==> src/rtl/write_guard_pkg.sv <==
// package: register map, field layout and reset values of the program memory write guard
`default_nettype none
package write_guard_pkg;
   // axi4-lite register byte offsets
   localparam logic [7:0] CFG_OFF = 8'h00;
   localparam logic [7:0] CFG_SHADOW_OFF = 8'h04;
   localparam logic [7:0] STATUS_OFF = 8'h08;
   localparam logic [7:0] COUNT_OFF = 8'h0c;
   // configuration word fields
   localparam int PTR_LSB = 0;
   localparam int PTR_W = 8;
   localparam int BND_BIT = 8;
   localparam int DIS_BIT = 9;
   localparam int LAST_BIT = 10;
   localparam int WRP_BIT = 11;
   localparam int CP_BIT = 12;
   localparam int CFG_W = 13;
   // erased-cell reset value: every protection off
   localparam logic [12:0] CFG_RST = 13'h1fff;
   // status fields
   localparam int ST_PERR_BIT = 0;
   localparam int ST_BLOCK_BIT = 1;
   // code page size in words as a shift
   localparam int PAGE_SHIFT = 9;
   // axi responses
   localparam logic [1:0] RESP_OKAY = 2'b00;
   localparam logic [1:0] RESP_SLVERR = 2'b10;
endpackage
`default_nettype wire

==> src/rtl/segment_range_check.sv <==
// leaf: decides whether one program memory word address lies in a protected area
`default_nettype none
module segment_range_check
   import write_guard_pkg::*;
#(
   parameter int ADDR_W = 17,
   parameter int LAST_PAGE = 255
) (
   input wire logic [ADDR_W-1:0] addr,
   input wire logic [PTR_W-1:0] page_ptr,
   input wire logic seg_disable,
   input wire logic bound_select,
   input wire logic last_page_n,
   output logic in_segment
);
   logic [ADDR_W-PAGE_SHIFT-1:0] page;
   logic seg_hit;
   logic last_hit;
   assign page = addr[ADDR_W-1:PAGE_SHIFT];
   // the pointer page is inclusive at either boundary
   assign seg_hit = bound_select ? (page >= (ADDR_W-PAGE_SHIFT)'(page_ptr))
                                 : (page <= (ADDR_W-PAGE_SHIFT)'(page_ptr));
   assign last_hit = (page == (ADDR_W-PAGE_SHIFT)'(LAST_PAGE));
   // segment only when disable is zero; last page protected independently
   assign in_segment = (!seg_disable && seg_hit) || (!last_page_n && last_hit);
endmodule
`default_nettype wire

==> src/rtl/program_memory_write_guard.sv <==
// top: program memory write/erase/external-read guard with configuration shadow check
`default_nettype none
module program_memory_write_guard
   import write_guard_pkg::*;
#(
   parameter int ADDR_W = 17,
   parameter int LAST_PAGE = 255
) (
   input wire logic clk,
   input wire logic nrst,
   // axi4-lite slave
   input wire logic [7:0] s_axi_awaddr,
   input wire logic s_axi_awvalid,
   output logic s_axi_awready,
   input wire logic [31:0] s_axi_wdata,
   input wire logic [3:0] s_axi_wstrb,
   input wire logic s_axi_wvalid,
   output logic s_axi_wready,
   output logic [1:0] s_axi_bresp,
   output logic s_axi_bvalid,
   input wire logic s_axi_bready,
   input wire logic [7:0] s_axi_araddr,
   input wire logic s_axi_arvalid,
   output logic s_axi_arready,
   output logic [31:0] s_axi_rdata,
   output logic [1:0] s_axi_rresp,
   output logic s_axi_rvalid,
   input wire logic s_axi_rready,
   // configuration word load from program memory
   input wire logic cfg_load,
   input wire logic [CFG_W-1:0] cfg_word,
   // internal write/erase request from the nvm controller
   input wire logic nvm_req,
   input wire logic [ADDR_W-1:0] nvm_addr,
   output logic nvm_done,
   output logic nvm_interlock_en,
   output logic nvm_blocked,
   // external programmer port
   input wire logic ext_req,
   input wire logic ext_write,
   output logic ext_grant,
   output logic ext_deny,
   // fault reset to the reset controller
   output logic cfg_parity_reset
);
   ////////////////////////////////////////////////////////////////////////////
   // configuration register, its complement shadow and derived settings
   logic [CFG_W-1:0] cfg_r;
   logic [CFG_W-1:0] cfg_nxt;
   logic [CFG_W-1:0] shadow_r;
   logic [CFG_W-1:0] shadow_nxt;
   logic [CFG_W-1:0] flip_r;
   logic [CFG_W-1:0] flip_nxt;
   logic whole_memory_code_protect;
   logic whole_memory_write_protect;
   logic segment_protect_disable;
   logic segment_boundary_select;
   logic last_page_protect;
   logic [PTR_W-1:0] segment_page_pointer;
   logic parity_err;

   // only code protect is decoded to a positive meaning here; the other settings keep their raw polarity
   assign whole_memory_code_protect = !cfg_r[CP_BIT];
   assign whole_memory_write_protect = cfg_r[WRP_BIT];
   assign segment_protect_disable = cfg_r[DIS_BIT];
   assign segment_boundary_select = cfg_r[BND_BIT];
   assign last_page_protect = cfg_r[LAST_BIT];
   assign segment_page_pointer = cfg_r[PTR_LSB +: PTR_W];
   // both copies are loaded together so they stay complements
   assign cfg_nxt = cfg_load ? cfg_word : (cfg_r ^ flip_r);
   assign shadow_nxt = cfg_load ? ~cfg_word : shadow_r;
   // continuous compare: any bit not complemented is a disturbed cell
   assign parity_err = ((cfg_r ^ shadow_r) != {CFG_W{1'b1}});

   ////////////////////////////////////////////////////////////////////////////
   // protection decode
   logic in_segment;
   logic wr_block;
   logic ext_block;

   segment_range_check #(
      .ADDR_W(ADDR_W),
      .LAST_PAGE(LAST_PAGE)
   ) range_u (
      .addr(nvm_addr),
      .page_ptr(segment_page_pointer),
      .seg_disable(segment_protect_disable),
      .bound_select(segment_boundary_select),
      .last_page_n(last_page_protect),
      .in_segment(in_segment)
   );

   // segment hit is or-ed on, never masks the whole-memory block
   assign wr_block = (whole_memory_write_protect == 1'b0) || in_segment;
   // external access to any word, config words included
   assign ext_block = whole_memory_code_protect;

   ////////////////////////////////////////////////////////////////////////////
   // axi4-lite slave: one write and one read under way at most
   logic aw_hold_r;
   logic w_hold_r;
   logic [7:0] awaddr_r;
   logic [31:0] wdata_r;
   logic [3:0] wstrb_r;
   logic awready_r;
   logic wready_r;
   logic bvalid_r;
   logic [1:0] bresp_r;
   logic arready_r;
   logic rvalid_r;
   logic [31:0] rdata_r;
   logic [1:0] rresp_r;
   logic aw_take;
   logic w_take;
   logic wr_fire;
   logic ar_take;
   logic wr_hit_flip;
   logic wr_hit_clr;
   logic rd_known;
   logic [31:0] rd_word;

   // status and counters
   logic perr_sticky_r;
   logic perr_sticky_nxt;
   logic last_block_r;
   logic [15:0] block_cnt_r;
   logic [15:0] block_cnt_nxt;

   assign aw_take = s_axi_awvalid && awready_r;
   assign w_take = s_axi_wvalid && wready_r;
   assign wr_fire = aw_hold_r && w_hold_r && !bvalid_r;
   assign ar_take = s_axi_arvalid && arready_r;
   // fault injection register: toggles config bits to exercise the checker
   assign wr_hit_flip = wr_fire && (awaddr_r == CFG_SHADOW_OFF) && wstrb_r[0];
   assign wr_hit_clr = wr_fire && (awaddr_r == STATUS_OFF) && wstrb_r[0];
   assign flip_nxt = wr_hit_flip ? wdata_r[CFG_W-1:0] : '0;
   assign rd_known = (s_axi_araddr == CFG_OFF) || (s_axi_araddr == CFG_SHADOW_OFF)
                  || (s_axi_araddr == STATUS_OFF) || (s_axi_araddr == COUNT_OFF);
   assign rd_word = (s_axi_araddr == CFG_OFF) ? 32'(cfg_r)
                  : (s_axi_araddr == CFG_SHADOW_OFF) ? 32'(shadow_r)
                  : (s_axi_araddr == STATUS_OFF) ? {30'h0, last_block_r, perr_sticky_r}
                  : (s_axi_araddr == COUNT_OFF) ? {16'h0, block_cnt_r} : 32'h0;
   // sticky fault: a new error wins over a software clear in the same cycle
   assign perr_sticky_nxt = parity_err ? 1'b1
                          : (wr_hit_clr && wdata_r[ST_PERR_BIT]) ? 1'b0 : perr_sticky_r;

   // address and data channels captured independently, in either order
   always_ff @(posedge clk) begin
      if (!nrst) begin
         aw_hold_r <= 1'b0;
         w_hold_r <= 1'b0;
         awaddr_r <= 8'h00;
         wdata_r <= 32'h0;
         wstrb_r <= 4'h0;
         awready_r <= 1'b0;
         wready_r <= 1'b0;
      end else begin
         if (aw_take) begin
            aw_hold_r <= 1'b1;
            awaddr_r <= s_axi_awaddr;
         end else if (wr_fire) begin
            aw_hold_r <= 1'b0;
         end
         if (w_take) begin
            w_hold_r <= 1'b1;
            wdata_r <= s_axi_wdata;
            wstrb_r <= s_axi_wstrb;
         end else if (wr_fire) begin
            w_hold_r <= 1'b0;
         end
         awready_r <= !aw_hold_r && !aw_take && !bvalid_r;
         wready_r <= !w_hold_r && !w_take && !bvalid_r;
      end
   end

   // write response; unmapped or read-only offsets answer slverr
   always_ff @(posedge clk) begin
      if (!nrst) begin
         bvalid_r <= 1'b0;
         bresp_r <= RESP_OKAY;
      end else if (wr_fire) begin
         bvalid_r <= 1'b1;
         bresp_r <= (awaddr_r == CFG_SHADOW_OFF || awaddr_r == STATUS_OFF) ? RESP_OKAY
                                                                          : RESP_SLVERR;
      end else if (s_axi_bready) begin
         bvalid_r <= 1'b0;
      end
   end

   // read channel: one cycle from address to data
   always_ff @(posedge clk) begin
      if (!nrst) begin
         arready_r <= 1'b0;
         rvalid_r <= 1'b0;
         rdata_r <= 32'h0;
         rresp_r <= RESP_OKAY;
      end else begin
         arready_r <= !rvalid_r && !ar_take;
         if (ar_take) begin
            rvalid_r <= 1'b1;
            rdata_r <= rd_word;
            rresp_r <= rd_known ? RESP_OKAY : RESP_SLVERR;
         end else if (s_axi_rready) begin
            rvalid_r <= 1'b0;
         end
      end
   end

   ////////////////////////////////////////////////////////////////////////////
   // configuration state, nvm and external port decisions
   logic nvm_done_r;
   logic interlock_r;
   logic blocked_r;
   logic ext_grant_r;
   logic ext_deny_r;
   logic preset_r;

   assign block_cnt_nxt = block_cnt_r + 16'h0001;

   // erased reset value leaves every protection off until the words load
   always_ff @(posedge clk) begin
      if (!nrst) begin
         cfg_r <= CFG_RST;
         shadow_r <= ~CFG_RST;
         flip_r <= '0;
         perr_sticky_r <= 1'b0;
         preset_r <= 1'b0;
      end else begin
         cfg_r <= cfg_nxt;
         shadow_r <= shadow_nxt;
         flip_r <= flip_nxt;
         perr_sticky_r <= perr_sticky_nxt;
         preset_r <= parity_err;
      end
   end

   // one-cycle decision per request; a blocked request still completes
   always_ff @(posedge clk) begin
      if (!nrst) begin
         nvm_done_r <= 1'b0;
         interlock_r <= 1'b0;
         blocked_r <= 1'b0;
         last_block_r <= 1'b0;
         block_cnt_r <= 16'h0;
      end else begin
         nvm_done_r <= nvm_req;
         interlock_r <= nvm_req && !wr_block;
         blocked_r <= nvm_req && wr_block;
         if (nvm_req) begin
            last_block_r <= wr_block;
         end
         if (nvm_req && wr_block && block_cnt_r != 16'hffff) begin
            block_cnt_r <= block_cnt_nxt;
         end
      end
   end

   // external programmer reads and writes refused while code protect set
   always_ff @(posedge clk) begin
      if (!nrst) begin
         ext_grant_r <= 1'b0;
         ext_deny_r <= 1'b0;
      end else begin
         ext_grant_r <= ext_req && !ext_block && !(ext_write && wr_block_ext(cfg_r));
         ext_deny_r <= ext_req && (ext_block || (ext_write && wr_block_ext(cfg_r)));
      end
   end

   // external writes honour the write protect setting too
   function automatic logic wr_block_ext(input logic [CFG_W-1:0] c);
      wr_block_ext = !c[WRP_BIT];
   endfunction

   assign s_axi_awready = awready_r;
   assign s_axi_wready = wready_r;
   assign s_axi_bvalid = bvalid_r;
   assign s_axi_bresp = bresp_r;
   assign s_axi_arready = arready_r;
   assign s_axi_rvalid = rvalid_r;
   assign s_axi_rdata = rdata_r;
   assign s_axi_rresp = rresp_r;
   assign nvm_done = nvm_done_r;
   assign nvm_interlock_en = interlock_r;
   assign nvm_blocked = blocked_r;
   assign ext_grant = ext_grant_r;
   assign ext_deny = ext_deny_r;
   assign cfg_parity_reset = preset_r;
endmodule
`default_nettype wire

==> config.mk <==
export PLATFORM = sky130hd
export DESIGN_NAME = program_memory_write_guard
export DESIGN_NICKNAME = d
export VERILOG_FILES = /design/src/rtl/write_guard_pkg.sv /design/src/rtl/segment_range_check.sv /design/src/rtl/program_memory_write_guard.sv
export SDC_FILE = /design/constraint.sdc
export NUM_CORES = 1
export LEC_CHECK = 0
export BUFFER_PORTS_ARGS = -buffer_cell sky130_fd_sc_hd__buf_2
export CORE_UTILIZATION = 52
export CTS_CLUSTER_DIAMETER = 150
export DETAILED_ROUTE_END_ITERATION = 6
export PLACE_DENSITY = 0.9
export REMOVE_ABC_BUFFERS = 1
export SYNTH_ARGS = -nofsm -noshare
export SYNTH_HDL_FRONTEND = slang
export SYNTH_SLANG_ARGS = --single-unit
==> constraint.sdc <==
create_clock -name clk -period 3.1 [get_ports clk]
set_clock_uncertainty 0.1 [all_clocks]
set_input_delay 0.31 -clock clk [delete_from_list [all_inputs] [get_ports clk]]
set_output_delay 0.31 -clock clk [all_outputs]
set_load 0.02 [all_outputs]
# [Word level (Yosys, flattened, before mapping)]
# Index checks and enable logic that the tools add are counted.
[word_totals] ff_bits=128 input_bits=93 out_inout_bits=47 elab_cells=108
[op_classes] n_addsub=1 n_lt_le_gt_ge=2 n_eq_ne=8 muxes=17 bitwise=4 reduce_logical=51
[ops] op="$mux W16" count=4
[ops] op="$xor A13 B13 Y13" count=2
[ops] op="$eq A8 B4 Y1 const B" count=3
[ops] op="$logic_and A1 B1 Y1" count=24
[ops] op="$add A16 B1 Y16 const B" count=1
[ops] op="$eq A8 B3 Y1 const B" count=2
[ops] op="$ne A16 B16 Y1 const B" count=1
[ops] op="$logic_not A1 Y1" count=13
[ops] op="$mux W13" count=1
[ops] op="$ne A13 B13 Y1 const B" count=1
[ops] op="$not A13 Y13" count=1
[ops] op="$mux W1" count=10
[ops] op="$reduce_bool A2 Y1" count=5
[ops] op="$eq A8 B8 Y1 const B" count=1
[ops] op="$ge A8 B8 Y1" count=1
[ops] op="$le A8 B8 Y1" count=1
[ops] op="$logic_not A8 Y1" count=1
[ops] op="$logic_or A1 B1 Y1" count=7
[ops] op="$mux W2" count=2
[ops] op="$reduce_and A2 Y1" count=1
[ops] op="$not A1 Y1" count=1

# [Depth between registers and ports, before layout]
# Gate-level depths: netlist of the first run.
[logic_depth] word_depth=7 depth_mapped=9 depth_no_buf=9

# [Cells and area by module]
# Synthesis of the first run repeated with hierarchy kept, for this count alone.
[unflattened] hier_cells=561 hier_area_um2=4864.7
[modules_own_cells] mod="program_memory_write_guard" instances=1 cells_per_inst=527 area_each_um2=4605.7 seq_area_each_um2=2202.1
[modules_own_cells] mod="segment_range_check" instances=1 cells_per_inst=34 area_each_um2=259.0 seq_area_each_um2=0.0

# [Worst setup path after synthesis of the first run]
# No wires, ideal clock.
[synth_timing] path_kind="flip-flop to flip-flop" from="reg cfg_r[7]" to="reg block_cnt_r[12]" setup_time_ns=0.118 t_arrival_ns=1.981 required_ns=2.882 path_slack_ns=0.901 path_stages_with_launch=10 n_path_buf=0 period_less_slack_ns=2.199 cell_sequence="dfxtp_1 inv_1 ha_1 a21oi_1 o21ai_0 a22o_1 a211oi_4 o21ai_2 and4bb_2 mux2i_1"
[synth_via] elab_chain_len=7 elab_cells_between_ends=8 cone_classes="2 x order compare; 1 x mux; 5 x reduce/logical"
[synth_lines] item="start: declaration" line_no="program_memory_write_guard.sv:48" text="logic [CFG_W-1:0] cfg_r;"
[synth_lines] item="start signal: assignment" line_no="program_memory_write_guard.sv:229" text="cfg_r <= cfg_nxt;"
[synth_lines] item="$le A8 B8 Y1 or $ge A8 B8 Y1 (tied branches)" line_no="segment_range_check.sv:22, segment_range_check.sv:21"
[synth_lines] item="$mux W1 (*)" line_no="segment_range_check.sv:21" text="assign seg_hit = bound_select ? (page >= (ADDR_W-PAGE_SHIFT)'(page_ptr))"
[synth_lines] item="$logic_and A1 B1 Y1 (*)" line_no="segment_range_check.sv:25" text="assign in_segment = (!seg_disable && seg_hit) || (!last_page_n && last_hit);"
[synth_lines] item="$logic_or A1 B1 Y1 (*)" line_no="segment_range_check.sv:25"
[synth_lines] item="$logic_or A1 B1 Y1 (*)" line_no="program_memory_write_guard.sv:94" text="assign wr_block = (whole_memory_write_protect == 1'b0) || in_segment;"
[synth_lines] item="$logic_and A1 B1 Y1 (*) (2 in a row)" line_no="program_memory_write_guard.sv:252" text="if (nvm_req && wr_block && block_cnt_r != 16'hffff) begin"
[synth_lines] item="end signal: assignment" line_no="program_memory_write_guard.sv:253" text="block_cnt_r <= block_cnt_nxt;"
[synth_lines] item="end: declaration" line_no="program_memory_write_guard.sv:126" text="logic [15:0] block_cnt_r;"
# Mark *: on every way between the ends. The rest lies on a longest branch, timed or not.
# A chain may end at the register's enable or synchronous reset.

# [Worst setup path in the final report of the first run]
[layout_timing] from="reg cfg_r[5]" to="reg block_cnt_r[12]"
# The elaborated chain is that of the path after synthesis.

==> results of run 1 <==
-- path summary, 6_finish.rpt --
| check | end | cells past startpoint | slack, ns | startpoint |
|---|---|---|---|---|
| setup / recovery | block_cnt_r[12] | 9 | 0.54 | cfg_r[5] |
| hold / removal | cfg_r[2] | 3 | 0.05 | cfg_word[2] |
| setup reg to reg | block_cnt_r[12] | 9 | 0.54 | cfg_r[5] |
| hold reg to reg | s_axi_wready | 1 | 0.35 | w_hold_r |
-- cells in the final DEF (no fill, tap or decap), drive strengths merged, types with 22 or more instances in the layout --
cell,count
a21oi,31
nand2,115
and2,22
nor2,25
mux2i,23
inv,27
dfxtp,110
buf,94
xor2,24
a21boi,27
-- area by class of cell --
type | count | area [sq um]
fillers | 842 | 3590
clock buffers | 9 | 124
repair buffers | 94 | 480
multi-input cells | 427 | 2640
flip-flops and latches | 110 | 2200
well taps | 129 | 161
clock inverters | 7 | 82.6
inverters | 23 | 86.3
-- power by group through the flow --
stage | Clock [mW] | Combinational, mW | Sequential [mW]
after floorplan | 0 | 0.179 | 1.54
after global placement | 0 | 0.305 | 1.54
after detailed placement | 0 | 0.317 | 1.54
after CTS | 0.886 | 0.319 | 1.51
after global routing | 0.956 | 0.356 | 1.52
final | 0.866 | 0.319 | 1.51
-- sequential cells by signal, summed over array words and instances, names as in the netlist, 8 cells and up --
signal	count
flip_r	13
cfg_r	13
block_cnt_r	16
wdata_r	13
shadow_r	13
awaddr_r	8
s_axi_rdata	16
-- cells by family (layout without fill, tap and decap cells) --
family,after synthesis,in the layout,synth area share
AND/OR/NAND/NOR,226,226,0.213
XOR/XNOR,30,30,0.0514
multiplexers,23,23,0.0450
other,1,18,0.000733
adder cells (fa/ha/maj),9,9,0.0220
AO/OA/AOI/OAI,121,121,0.172
flip-flops,110,110,0.431
buffers and inverters,70,133,0.0648
-- layer usage --
| layer | track usage | vias up |
|---|---|---|
| li1 | - | 2135 |
| met1 | 0.286 | 1971 |
| met2 | 0.417 | 157 |
| met3 | 0.0621 | 19 |
| met4 | 0.0736 | 0 |
| met5 | 0 | - |
-- critical path, cell delays in order, from the launching register on --
cell,delay (ns)
dfxtp_1,0.45
inv_1,0.08
ha_1,0.29
a21oi_1,0.14
o21ai_0,0.11
a22o_1,0.28
a211oi_4,0.43
o21ai_2,0.17
and4bb_2,0.28
mux2i_1,0.12
==> impl_metrics.py, run 1 <==
metrics = {
    "grt": {
        "grt_antenna_before_repair": 0,
        "track_usage": 0.238,
        "overflow": 0,
        "grt_pass1_wl_um": 19000,
        "grt_max_degree": 54,
        "grt_pass1_vias": 4057,
    },
    "critical_path": {
        "crit_required_ns": 3.28,
        "end_kind": "flip-flop",
        "start_kind": "flip-flop",
        "path_class": "reg -> reg",
        "cp_data_arrival_time_ns": 2.74,
        "crit_fanout": 10,
    },
    "yosys": {
        "syn_area_sq_um": 5110,
        "yosysMostFrequentCell": "nand2_1",
        "synth_edf_count": 0,
        "syn-instance-count": 590,
        "synthFlopType": "dfxtp_1",
        "synth_common_cells": "115 x nand2_1, 110 x dfxtp_1, 30 x a21oi_1, 27 x a21boi_0, 25 x nor2_1",
        "synth.distinct_cells": 53,
        "yosysSeqAreaShare": 0.431,
        "synth_area_per_cell_sq_um": 8.67,
        "yosys_warnings": 0,
        "synthArstFlopShare": 0,
        "synthTopCellsByArea": "dfxtp_1 43%, nand2_1 8.4%, mux2i_1 4.5%, xor2_1 4.1%, a21boi_0 4.0%",
        "ys_ff_latch": 110,
        "synth_top_area_frac": 0.431,
        "synth_top_area_cell": "dfxtp_1",
    },
    "clock_network": {
        "cts_tree": "done",
        "post_cts_buffers": 0,
        "clock_path_buffers": 2,
        "clock_sinks": 110,
        "cts_resized": 0,
        "hold_buffers": 0,
        "clkLatencyLatePin_ns": 0.39,
        "clkSlewWorstSetupHoldPaths_ns": 0.12,
        "cts_root_buf": "clkbuf_8",
        "htreeDepth": 3,
        "cts_inserted_buffers": 9,
    },
    "sta": {
        "slew_headroom": 0.435,
        "hold_violations": 0,
        "period_share": 0.825,
        "grt_setup_unrepaired": "false",
        "period_needed_ns": 2.56,
        "layout_setup_ws_ns": 0.541,
        "fmax_mhz": 391,
        "fin_setup_tns_ns": 0,
        "holdWs_ns": 0.0466,
        "slew_violations": 0,
        "setup_viol": 0,
        "worstMarginPinSlew_ns": 0.837,
    },
    "routing": {
        "wl_met2_um": 5460,
        "top_layer_used": "met4",
        "ant_nets": 0,
        "wl_per_cell_um": 14.2,
        "drt_wl_total_um": 11300,
        "vias_per_cell": 5.36,
        "vias": 4282,
        "first_pass_iters": 5,
        "wl_met1_um": 4860,
        "drt_iter0_markers": 192,
        "met3_length_um": 811,
        "drc": 0,
    },
    "floorplan": {
        "die_area_sq_um": 10200,
        "num_rows": 35,
        "ios": 140,
        "die_x_um": 101,
        "core_sq_um": 9370,
        "die_y_um": 101,
        "start_util": 0.546,
    },
    "cells_and_area": {
        "final_util": 0.617,
        "diodes": 0,
        "drive_above_1_share": 0.176,
        "fin_nets": 767,
        "area_growth_pct": 13.0,
        "final_cells": 799,
        "final_cell_area_sq_um": 5780,
    },
    "place": {
        "dp_hpwl_um": 8580,
        "io_buffers": 90,
        "dp_cells": 783,
        "placedInstanceArea_sq_um": 5570,
        "place_congestion": 0.938,
        "post-place-ws_ns": 0.588,
    },
    "pwr": {
        "p_leak_nw": 2.64,
        "peakVddDrop_mv": 0.297,
        "switchingPower_mw": 0.777,
        "p_sw_frac": 0.288,
        "clock_power_share": 0.322,
        "p_per_area_nw_per_um2": 466,
        "comb_power_share": 0.118,
        "seqPwrFrac": 0.560,
        "power_mw": 2.69,
        "internal-power_mw": 1.92,
    },
    "hold_path": {
        "hold_class": "in -> reg",
    },
    "flow_run": {
        "cap_violations": 0,
    },
    "status": {
        "status": "finished, final reports clean",
    },
}
No activity file was read; power rests on OpenSTA's default activity.
==> inputs of run 2 (changes only) <==
==> constraint.sdc (replaced) <==
create_clock -name clk -period 2.4 [get_ports clk]
set_clock_uncertainty 0.1 [all_clocks]
set_input_delay 0.24 -clock clk [delete_from_list [all_inputs] [get_ports clk]]
set_output_delay 0.24 -clock clk [all_outputs]
set_load 0.02 [all_outputs]
==> run 2 against run 1 <==
Compared with the run above:
- largest power group unchanged
- clock power up 24%
- die area unchanged
- setup slack worse by 0.43 ns
- via count up 5.2%
==> impl_metrics.py, run 2 (synthesized netlist as in run 1, its figures left out) <==
metrics = {
    "status": {
        "status": "finished, final reports clean",
    },
    "critical_path": {
        "crit_chain": "inv_1 -> ha_1 -> a21oi_1 -> o21ai_0 -> a22o_1 -> a211oi_4 -> buf_12 -> o21ai_4 -> and4bb_2 -> mux2i_1",
        "reg2reg_slack_ns": 0.11,
        "worstReg2RegEnd": "block_cnt_r[12]",
        "crit_path_max_incr_delay_ns": 0.35,
        "r2r_cells": 10,
        "path_delay_family": "compound AO/OA/AOI/OAI gates",
        "path_class": "reg -> reg",
        "path_buf_inv": 2,
        "slowest_stage": "dfxtp_1",
        "cp_data_arrival_time_ns": 2.47,
        "end_kind": "flip-flop",
        "start_kind": "flip-flop",
        "r2r-start": "cfg_r[7]",
        "crit_required_ns": 2.58,
        "crit_fanout": 10,
    },
    "floorplan": {
        "die_area_sq_um": 10200,
        "start_util": 0.546,
        "ios": 140,
        "die_y_um": 101,
        "num_rows": 35,
        "die_x_um": 101,
        "core_sq_um": 9370,
    },
    "grt": {
        "grt_max_degree": 81,
        "busiest_layer": "met2",
        "use_met1": 0.293,
        "grt_pass1_vias": 4177,
        "grtUsageMet2": 0.432,
        "overflow": 0,
        "track_usage": 0.247,
        "grt_antenna_before_repair": 0,
        "met3_usage": 0.0587,
        "grt_pass1_wl_um": 19600,
    },
    "routing": {
        "vias": 4505,
        "vias_per_cell": 5.38,
        "drt_iter0_markers": 224,
        "ant_nets": 0,
        "drt_wl_total_um": 12100,
        "wl_per_cell_um": 14.4,
        "drc": 0,
        "first_pass_iters": 5,
    },
    "cells_and_area": {
        "diodes": 0,
        "final_common_cell": "nand2_1",
        "final_cells": 838,
        "mostFrequentLayoutCells": "115 x nand2_1, 110 x dfxtp_1, 90 x buf_2, 30 x a21oi_1, 30 x dlygate4sd3_1",
        "drive_above_1_share": 0.178,
        "area_growth_pct": 20.7,
        "fin_nets": 806,
    },
    "place": {
        "dp_hpwl_um": 8670,
        "place_congestion": 0.972,
        "dp_cells": 792,
        "io_buffers": 90,
    },
    "clock_network": {
        "clkLatencyLatePin_ns": 0.39,
        "cts_tree": "done",
        "clkSlewWorstSetupHoldPaths_ns": 0.11,
        "clock_path_buffers": 2,
        "cts_inserted_buffers": 9,
        "htreeDepth": 3,
        "clock_sinks": 110,
        "cts_root_buf": "clkbuf_8",
    },
    "flow_run": {
        "cap_violations": 0,
    },
    "sta": {
        "setup_viol": 0,
        "holdWs_ns": 0.00955,
        "period_needed_ns": 2.29,
        "fin_setup_tns_ns": 0,
        "slew_headroom": 0.475,
        "slew_violations": 0,
        "hold_violations": 0,
        "fmax_mhz": 436,
        "worstMarginPinSlew_ns": 0.787,
        "period_share": 0.955,
    },
    "hold_path": {
        "min_to": "wdata_r[12]",
        "hold_class": "in -> reg",
        "hp-start": "s_axi_wdata[12]",
        "hold-path-cell-count": 3,
    },
    "pwr": {
        "peakVddDrop_mv": 0.343,
        "p_per_area_nw_per_um2": 568,
        "power_mw": 3.51,
        "p_leak_nw": 2.82,
    },
}
run 2: cell count changes in the layout (fill, tap and decap cells not counted), sizes merged:
| cell | previous run | this run |
|---|---|---|
| clkbuf | 9 | 10 |
| clkinvlp | 1 | 0 |
| dlygate4sd3 | 0 | 30 |
| buf | 94 | 103 |
run 2: how the worst max path moves through the flow:
stage / depth (start not counted) / slack [ns] / end / start
after floorplan: 9 / 0.20 / block_cnt_r[12] / cfg_r[7]
after global placement: 10 / 0.17 / block_cnt_r[12] / nvm_addr[16]
after detailed placement: 10 / 0.11 / block_cnt_r[4] / nvm_addr[10]
after CTS: 10 / 0.09 / block_cnt_r[12] / cfg_r[7]
after global routing: 10 / -0.008 / block_cnt_r[12] / cfg_r[7]
final: 10 / 0.11 / block_cnt_r[12] / cfg_r[7]
run 2: repair_timing:
action	in CTS	in global routing
hold endpoints to repair	31	0
setup endpoints to repair	0	6
setup buffers	0	0
gates resized for setup	0	3
hold buffers	30	0
run 2: where the power goes:
part           switching, mW  leakage (nW)  internal, mW
logic                  0.271          1.82         0.219
registers             0.0537         0.898          1.89
clock network          0.666        0.0965         0.407
total                  0.990          2.82          2.52
run 2: final cells by class:
class / instances / area, sq um
well taps: 129 / 161
inverters: 23 / 86.3
clock buffers: 10 / 128
clock inverters: 6 / 62.6
repair buffers: 133 / 873
multi-input cells: 427 / 2660
flip-flops and latches: 110 / 2200
fillers: 770 / 3200
run 2: per-stage QoR:
step | setup slack, ns | cell area [sq um] | utilization
after floorplan | 0.201 | 4930 | -
after detailed placement | 0.105 | 5670 | 0.605
after CTS | 0.0941 | 6160 | 0.657
after global routing | -0.00752 | 6170 | 0.659
final | 0.108 | 6170 | 0.659
after global placement | 0.172 | 5670 | 0.605
run 2: tightest hold or removal path, cell delays in order:
cell      delay, ns
buf_2          0.09
nand2_1        0.04
a21boi_0       0.07
run 2: routing by layer:
| metal | part of all wire | vias up |
|---|---|---|
| met3 | 0.066 | 25 |
| li1 | - | 2209 |
| met2 | 0.49 | 200 |
| met5 | 0 | - |
| met1 | 0.42 | 2071 |
| met4 | 0.025 | 0 |
